## src/common/qsend_pkg.sv

```systemverilog
package qsend_pkg;
   // link opcodes and fields
   localparam logic [7:0] CMD_SEND_QUEUED = 8'h64;
   localparam logic [4:0] SUB_LOG_WRITE = 5'h02;
   localparam int SUB_MSB = 4;
   localparam int TAG_LSB = 3;
   localparam int TAG_W = 5;
   localparam int TAGS = 32;
   localparam int BUF_DEPTH = 2;
   // flag bits carried back in a register frame
   localparam logic [7:0] STAT_RDY = 8'h40;
   localparam logic [7:0] STAT_ERR = 8'h01;
   localparam logic [7:0] ERR_ABT = 8'h04;
   localparam logic [7:0] FLAGS_RESET = 8'h00;
   // host register map, byte addresses
   localparam logic [7:0] A_CMD = 8'h00;
   localparam logic [7:0] A_COUNT = 8'h04;
   localparam logic [7:0] A_TAG = 8'h08;
   localparam logic [7:0] A_LBA_LO = 8'h0C;
   localparam logic [7:0] A_LBA_HI = 8'h10;
   localparam logic [7:0] A_ISSUE = 8'h14;
   localparam logic [7:0] A_RESULT = 8'h18;
   localparam logic [7:0] A_DONE = 8'h1C;
   localparam int COUNT_SUB_LSB = 16;
   localparam int RESULT_BUSY_BIT = 16;
   localparam logic [1:0] RESP_OKAY = 2'h0;
   localparam logic [1:0] RESP_SLVERR = 2'h2;

   typedef struct packed {
      logic [7:0] cmd;
      logic [7:0] feat_cur;
      logic [7:0] feat_prev;
      logic [7:0] cnt_cur;
      logic [7:0] cnt_prev;
      logic [7:0] sn_cur;
      logic [7:0] sn_prev;
      logic [7:0] cl_cur;
      logic [7:0] cl_prev;
      logic [7:0] ch_cur;
      logic [7:0] ch_prev;
   } h2d_frame_t;

   typedef enum logic [0:0] {FR_REG = 1'b0, FR_SDB = 1'b1} frame_kind_t;

   typedef struct packed {
      frame_kind_t kind;
      logic [7:0] status;
      logic [7:0] error;
      logic [TAGS-1:0] act;
   } d2h_frame_t;

   typedef struct packed {
      logic [TAG_W-1:0] tag;
      logic [15:0] count;
      logic [47:0] lba;
   } log_write_t;

   typedef enum logic [0:0] {ST_IDLE = 1'b0, ST_REPLY = 1'b1} dev_state_t;
endpackage

```

## src/common/qsend_if.sv

```systemverilog
`timescale 1ns/1ps
`default_nettype none
interface qsend_if
   import qsend_pkg::*;
(
   input wire logic aclk
);
   logic h2d_valid;
   logic h2d_ready;
   h2d_frame_t h2d;
   logic d2h_valid;
   logic d2h_ready;
   d2h_frame_t d2h;

   modport host_end
   (
      output h2d_valid,
      output h2d,
      input h2d_ready,
      input d2h_valid,
      input d2h,
      output d2h_ready
   );

   modport device_end
   (
      input h2d_valid,
      input h2d,
      output h2d_ready,
      output d2h_valid,
      output d2h,
      input d2h_ready
   );
endinterface
`default_nettype wire

```

## src/logic/qsend_host.sv

```systemverilog
// Implementation choices: register access over AXI4-Lite and the register offsets.
`timescale 1ns/1ps
`default_nettype none
module qsend_host
   import qsend_pkg::*;
(
   // clock, reset, enable
   input wire logic aclk,
   input wire logic aresetn,
   input wire logic ce,
   // link to device
   qsend_if.host_end lnk,
   // axi4-lite write
   input wire logic [7:0] s_awaddr,
   input wire logic s_awvalid,
   output logic s_awready,
   input wire logic [31:0] s_wdata,
   input wire logic [3:0] s_wstrb,
   input wire logic s_wvalid,
   output logic s_wready,
   output logic [1:0] s_bresp,
   output logic s_bvalid,
   input wire logic s_bready,
   // axi4-lite read
   input wire logic [7:0] s_araddr,
   input wire logic s_arvalid,
   output logic s_arready,
   output logic [31:0] s_rdata,
   output logic [1:0] s_rresp,
   output logic s_rvalid,
   input wire logic s_rready
);

   ////////////////////////////////////////////////////////////////////////////////
   typedef struct packed {
      logic aw_have;
      logic [7:0] aw_addr;
      logic w_have;
      logic [31:0] w_data;
      logic [3:0] w_strb;
      logic bvalid;
      logic [1:0] bresp;
      logic rvalid;
      logic [1:0] rresp;
      logic [31:0] rdata;
      logic [31:0] cmd;
      logic [31:0] count;
      logic [31:0] tag;
      logic [31:0] lba_lo;
      logic [31:0] lba_hi;
      logic [31:0] done;
      logic [7:0] stat;
      logic [7:0] err;
      logic h2d_valid;
      h2d_frame_t h2d;
   } host_t;

   localparam host_t HOST_RESET = '{cmd: {24'h000000, CMD_SEND_QUEUED}, default: '0};

   host_t r_reg;
   host_t r_next;

   function automatic logic [31:0] merge(input logic [31:0] o, input logic [31:0] d,
                                         input logic [3:0] s);
      logic [31:0] m;
      m = o;
      for (int i = 0; i < 4; i++)
      begin
         if (s[i])
         begin
            m[8*i +: 8] = d[8*i +: 8];
         end
      end
      return m;
   endfunction

   ////////////////////////////////////////////////////////////////////////////////
   logic [15:0] cnt16;
   logic [47:0] lba;

   always_comb
   begin
      r_next = r_reg;
      cnt16 = r_reg.count[15:0];
      lba = {r_reg.lba_hi[15:0], r_reg.lba_lo};
      if (s_awvalid && !r_reg.aw_have)
      begin
         r_next.aw_have = 1'b1;
         r_next.aw_addr = s_awaddr;
      end
      if (s_wvalid && !r_reg.w_have)
      begin
         r_next.w_have = 1'b1;
         r_next.w_data = s_wdata;
         r_next.w_strb = s_wstrb;
      end
      if (r_reg.bvalid && s_bready)
      begin
         r_next.bvalid = 1'b0;
      end
      if (r_reg.h2d_valid && lnk.h2d_ready)
      begin
         r_next.h2d_valid = 1'b0;
      end
      if (r_reg.aw_have && r_reg.w_have && !r_reg.bvalid)
      begin
         r_next.aw_have = 1'b0;
         r_next.w_have = 1'b0;
         r_next.bvalid = 1'b1;
         r_next.bresp = RESP_OKAY;
         case (r_reg.aw_addr)
            A_CMD: r_next.cmd = merge(r_reg.cmd, r_reg.w_data, r_reg.w_strb) & 32'h000000FF;
            A_COUNT: r_next.count = merge(r_reg.count, r_reg.w_data, r_reg.w_strb);
            A_TAG: r_next.tag = merge(r_reg.tag, r_reg.w_data, r_reg.w_strb);
            A_LBA_LO: r_next.lba_lo = merge(r_reg.lba_lo, r_reg.w_data, r_reg.w_strb);
            A_LBA_HI: r_next.lba_hi = merge(r_reg.lba_hi, r_reg.w_data, r_reg.w_strb);
            A_ISSUE:
            begin
               // ignored while a frame is still waiting on the link
               if (!r_reg.h2d_valid)
               begin
                  r_next.h2d_valid = 1'b1;
                  r_next.h2d.cmd = r_reg.cmd[7:0];
                  r_next.h2d.feat_cur = {cnt16[7:5],
                                         r_reg.count[COUNT_SUB_LSB +: 5]};
                  r_next.h2d.feat_prev = cnt16[15:8];
                  r_next.h2d.cnt_cur = {r_reg.tag[TAG_W-1:0], 3'h0};
                  r_next.h2d.cnt_prev = 8'h00;
                  r_next.h2d.sn_cur = lba[7:0];
                  r_next.h2d.sn_prev = lba[31:24];
                  r_next.h2d.cl_cur = lba[15:8];
                  r_next.h2d.cl_prev = lba[39:32];
                  r_next.h2d.ch_cur = lba[23:16];
                  r_next.h2d.ch_prev = lba[47:40];
               end
            end
            A_DONE: r_next.done = r_reg.done & ~r_reg.w_data;
            A_RESULT: r_next.bresp = RESP_OKAY;
            default: r_next.bresp = RESP_SLVERR;
         endcase
      end
      // device frames; set after the clear so a completion is not lost
      if (lnk.d2h_valid)
      begin
         if (lnk.d2h.kind == FR_SDB)
         begin
            r_next.done = r_next.done | lnk.d2h.act;
         end
         else
         begin
            r_next.stat = lnk.d2h.status;
            r_next.err = lnk.d2h.error;
         end
      end
      if (r_reg.rvalid && s_rready)
      begin
         r_next.rvalid = 1'b0;
      end
      if (s_arvalid && !r_reg.rvalid)
      begin
         r_next.rvalid = 1'b1;
         r_next.rresp = RESP_OKAY;
         case (s_araddr)
            A_CMD: r_next.rdata = r_reg.cmd;
            A_COUNT: r_next.rdata = r_reg.count;
            A_TAG: r_next.rdata = r_reg.tag;
            A_LBA_LO: r_next.rdata = r_reg.lba_lo;
            A_LBA_HI: r_next.rdata = r_reg.lba_hi;
            A_ISSUE: r_next.rdata = 32'h00000000;
            A_RESULT: r_next.rdata = {15'h0000, r_reg.h2d_valid, r_reg.err, r_reg.stat};
            A_DONE: r_next.rdata = r_reg.done;
            default:
            begin
               r_next.rdata = 32'h00000000;
               r_next.rresp = RESP_SLVERR;
            end
         endcase
      end
   end

   ////////////////////////////////////////////////////////////////////////////////
   always_ff @(posedge aclk)
   begin
      if (!aresetn)
      begin
         r_reg <= HOST_RESET;
      end
      else if (ce)
      begin
         r_reg <= r_next;
      end
   end

   ////////////////////////////////////////////////////////////////////////////////
   assign s_awready = !r_reg.aw_have;
   assign s_wready = !r_reg.w_have;
   assign s_bvalid = r_reg.bvalid;
   assign s_bresp = r_reg.bresp;
   assign s_arready = !r_reg.rvalid;
   assign s_rvalid = r_reg.rvalid;
   assign s_rdata = r_reg.rdata;
   assign s_rresp = r_reg.rresp;
   assign lnk.h2d_valid = r_reg.h2d_valid;
   assign lnk.h2d = r_reg.h2d;
   // frames are always consumed the cycle they appear
   assign lnk.d2h_ready = 1'b1;

endmodule
`default_nettype wire

```

## src/flat_wrapper.sv

```systemverilog
// flat-port wrapper written by rule: the top's interface ports become plain ports
module qsend_host_flat import qsend_pkg::*;
  (aclk, aresetn, ce, s_awaddr, s_awvalid, s_awready, s_wdata, s_wstrb, s_wvalid, s_wready, s_bresp, s_bvalid, s_bready, s_araddr, s_arvalid, s_arready, s_rdata, s_rresp, s_rvalid, s_rready, lnk_h2d_valid, lnk_h2d, lnk_h2d_ready, lnk_d2h_valid, lnk_d2h, lnk_d2h_ready);
  qsend_if lnk_i (.aclk(aclk));
  input wire logic aclk;
  input wire logic aresetn;
  input wire logic ce;
  input wire logic [7:0] s_awaddr;
  input wire logic s_awvalid;
  output logic s_awready;
  input wire logic [31:0] s_wdata;
  input wire logic [3:0] s_wstrb;
  input wire logic s_wvalid;
  output logic s_wready;
  output logic [1:0] s_bresp;
  output logic s_bvalid;
  input wire logic s_bready;
  input wire logic [7:0] s_araddr;
  input wire logic s_arvalid;
  output logic s_arready;
  output logic [31:0] s_rdata;
  output logic [1:0] s_rresp;
  output logic s_rvalid;
  input wire logic s_rready;
  output wire logic [$bits(lnk_i.h2d_valid)-1:0] lnk_h2d_valid;
  output wire logic [$bits(lnk_i.h2d)-1:0] lnk_h2d;
  input wire logic [$bits(lnk_i.h2d_ready)-1:0] lnk_h2d_ready;
  input wire logic [$bits(lnk_i.d2h_valid)-1:0] lnk_d2h_valid;
  input wire logic [$bits(lnk_i.d2h)-1:0] lnk_d2h;
  output wire logic [$bits(lnk_i.d2h_ready)-1:0] lnk_d2h_ready;
  assign lnk_h2d_valid = lnk_i.h2d_valid;
  assign lnk_h2d = lnk_i.h2d;
  assign lnk_i.h2d_ready = lnk_h2d_ready;
  assign lnk_i.d2h_valid = lnk_d2h_valid;
  assign lnk_i.d2h = lnk_d2h;
  assign lnk_d2h_ready = lnk_i.d2h_ready;
  qsend_host u_core (.aclk(aclk), .aresetn(aresetn), .ce(ce), .lnk(lnk_i), .s_awaddr(s_awaddr), .s_awvalid(s_awvalid), .s_awready(s_awready), .s_wdata(s_wdata), .s_wstrb(s_wstrb), .s_wvalid(s_wvalid), .s_wready(s_wready), .s_bresp(s_bresp), .s_bvalid(s_bvalid), .s_bready(s_bready), .s_araddr(s_araddr), .s_arvalid(s_arvalid), .s_arready(s_arready), .s_rdata(s_rdata), .s_rresp(s_rresp), .s_rvalid(s_rvalid), .s_rready(s_rready));
endmodule
```

## config.mk

```make
export PLATFORM = sky130hd
export DESIGN_NAME = qsend_host_flat
export DESIGN_NICKNAME = d
export VERILOG_FILES = /design/src/common/qsend_pkg.sv /design/src/common/qsend_if.sv /design/src/logic/qsend_host.sv /design/src/flat_wrapper.sv
export SDC_FILE = /design/constraint.sdc
export NUM_CORES = 1
export LEC_CHECK = 0
export BUFFER_PORTS_ARGS = -buffer_cell sky130_fd_sc_hd__clkbuf_2
export CAP_MARGIN = 20
export CORE_ASPECT_RATIO = 0.75
export CORE_MARGIN = 8
export CORE_UTILIZATION = 57
export DETAILED_ROUTE_END_ITERATION = 10
export PLACE_DENSITY = 0.83
export RECOVER_POWER = 25
export SLEW_MARGIN = 20
export SYNTH_ARGS = -nofsm -noshare
export SYNTH_HDL_FRONTEND = slang
export SYNTH_SLANG_ARGS = --single-unit
```

## constraint.sdc

```tcl
create_clock -name aclk -period 2.4 [get_ports aclk]
set_input_delay 0.24 -clock aclk [delete_from_list [all_inputs] [get_ports aclk]]
set_output_delay 0.24 -clock aclk [all_outputs]
set_load 0.02 [all_outputs]
```

==> reports/results.ini <==
[worst_setup_path]
cp-end-kind=flip-flop
cp_num_buf_inv=1
slowest_delay_ps=520
worstSetupPathType=flip-flop to flip-flop
crit_path_max_fanout=57
crit_chain=nor4_2 -> nand4_2 -> nor3b_4 -> buf_12 -> mux2i_1
critPathSlowestCell=nor4_2
worst_ep_required_time_ps=2840
crit_family=simple AND/OR/NAND/NOR gates
worstPathArrival_ps=2560
start_kind=flip-flop

[power_and_ir_drop]
irDropWorstVdd_uv=598
total_leakage_power_uw=0.00711
power_frac_seq_pct=48.2
power_frac_clock_pct=44.3
switchingPower_uw=2980
pwr-share-comb_pct=7.5
switching_share_pct=24.5
p_int_uw=9190
power_density_nw_per_um2=670

[synth]
synthArstFlopShare_pct=0
yosys.area_share.xor_xnor_pct=0
ys_warn_count=0
synth_compound_area_share_pct=17.1
synth_flop_cell=dfxtp_1
yosys.area_share.simple_pct=16.3
ys_seq_elements=344
synth_top_family_by_area=compound AO/OA/AOI/OAI gates
syn_inst=1754
syn_area_um2=15800
ys_seq_area_share_pct=43.6
netlist_top_cells_count=nand2_1 (372), dfxtp_1 (344), mux2i_1 (179), buf_4 (137), clkbuf_1 (104)
syn_area_per_cell_um2=9.00
synthAdderAreaFrac_pct=0
yosys.area.top_type=dfxtp_1
synth_edf_count=0
yosys-mux-area-fraction_pct=12.8
synth.most_common_cell=nand2_1
synth_top_area_share_pct=43.6
synth_cell_type_count=54
yosys-top-cells-area=dfxtp_1 (44%), mux2i_1 (11%), nand2_1 (8.8%)

[cts]
cts_inserted_buffers=35
cts_setup_buffers=0
insertion_delay_ps=530
tritoncts=done
htree_levels=2
clock_path_buffers=3
ctsResizeCount=0
postCtsHoldBufs=84
clk_pin_slew_worst_paths_ps=60
cts-root-buf=clkbuf_16
cts_sinks=344

[sta]
clock_skew_ps=18.6
fmax_mhz=472
worst_slew_pin_slew_ps=1090
final.setup.tns_ps=0
fin_ws_ps=279
fin_crit_ps=2120
fin_hold_ws_ps=40.5
hold_viol_final=0
setup-violations-final=0
rsz0062_at_grt=no
drv_slew=0
period_share_pct=88.4
max_slew_margin_pct=27.5

[finish]
area.growth.synth_to_final_pct=15.2
fin_cells=2279
nets=2012
drive_gt1_share_pct=14.6
largest_reg_flops=166

[routing]
post_drt_wl_per_cell_um=21.9
drt_pass1_iterations=8
drt_iter0_markers=1439
vias_per_cell=6.14
antenna_left=0
via_count=14000
routed_wirelength_um=49800
drcViolationCount=0

[die]
initial_core_util_pct=58.2
die_x_um=208
std_cell_rows=52
core_um2=27100
die-area_um2=33300
pin_count=242
die_h_um=160

[grt]
grt_use_total_pct=28.5
grt_pass1_wl_um=77200
first_global_vias=13700
antenna_found_initial=5
grt_max_degree=122
overflow=0

[run]
maxCapViolations=0

[placed_design]
preCtsSetupSlack_ps=322
portBuffers=227
hpwl_um=34000
place_inst=2131
place_congestion=0.997

[worst_hold_path]
min_path_type=input pin to flip-flop

[run_status]
status=complete, no violations

## cells in the final DEF (no fill, tap or decap), types with 4 or more instances in the layout
cell type      instances
and3_1                 5
diode_2                4
a221oi_1              28
nand2_1              372
buf_4                 40
o2bb2ai_1              7
buf_12                 7
a21o_1                32
o22ai_1                4
a21boi_1              46
nand4_1               42
clkbuf_16             35
nor2b_1               11
conb_1                14
a21boi_0              83
a31oi_1               36
inv_1                 12
a21oi_1               20
nand3b_1               6
a22oi_1               19
or2_2                  5
o221ai_1               4
mux2i_1              179
clkbuf_8               8
nor2_1                18
clkinv_2               6
o21ai_0               84
nand3_4                8
mux2_2                21
nand3_1               41
clkbuf_1             104
a32o_1                19
dfxtp_1              344
clkbuf_2             130
and2_1                 8
dlygate4sd3_1         84
## stage by stage
stage | instance area, um2 | util [%] | total power (uW)
global route | 18200 | 67.0 | 12500
CTS | 18300 | 67.5 | 12200
detailed placement | 16400 | 60.3 | 6770
finish | 18200 | 67.0 | 12200
floorplan | 15800 | - | 6460
global placement | 16400 | 60.3 | 6750
## cells by family after synthesis
kind of cell | after synthesis
AND/OR/NAND/NOR | 547
flip-flops | 344
other | 2
AO/OA/AOI/OAI | 387
multiplexers | 200
buffers and inverters | 274
## worst register-to-register path, delay by kind of cell, from the launching register on
kind,cells,cell delay [ps]
buffers and inverters,1,330
flip-flops,1,330
multiplexers,1,370
AND/OR/NAND/NOR,3,1020
## per-layer routing
layer	global-route usage [%]	routed length, um	vias up
met4	11.8	1970	0
li1	-	-	6321
met1	37.7	20200	6627
met5	0	0	-
met3	7.59	5670	143
met2	43.4	21900	891
## area by class of cell
class / count / area (um2)
diodes: 4 / 10.0
clock buffers: 48 / 1000
clock inverters: 12 / 111
fillers: 2126 / 8950
inverters: 12 / 45.0
multi-input cells: 1148 / 7380
flip-flops and latches: 344 / 6890
well taps: 351 / 439
repair buffers: 360 / 2300
## power by group through the flow
stage	sequential (uW)	combinational, uW	clock, uW
floorplan	5960	500	0
global placement	5990	757	0
detailed placement	5990	774	0
CTS	5860	886	5420
global route	5870	965	5670
finish	5870	913	5390
## path summary, 6_finish.rpt
check                                   from                         endpoint  slack, ps  depth (start not counted)
max           u_core.r_reg[379]$_SDFFE_PN0P_  u_core.lnk.h2d[75]$_SDFFE_PN0P_        280                          5
min                              s_wdata[13]   u_core.r_reg[352]$_SDFFE_PN0P_         40                          3
max reg2reg   u_core.r_reg[379]$_SDFFE_PN0P_  u_core.lnk.h2d[75]$_SDFFE_PN0P_        280                          5
min reg2reg  u_core.lnk.h2d[63]$_SDFFE_PN0P_  u_core.lnk.h2d[63]$_SDFFE_PN0P_        450                          2
Power figures use the tool's default switching activity.
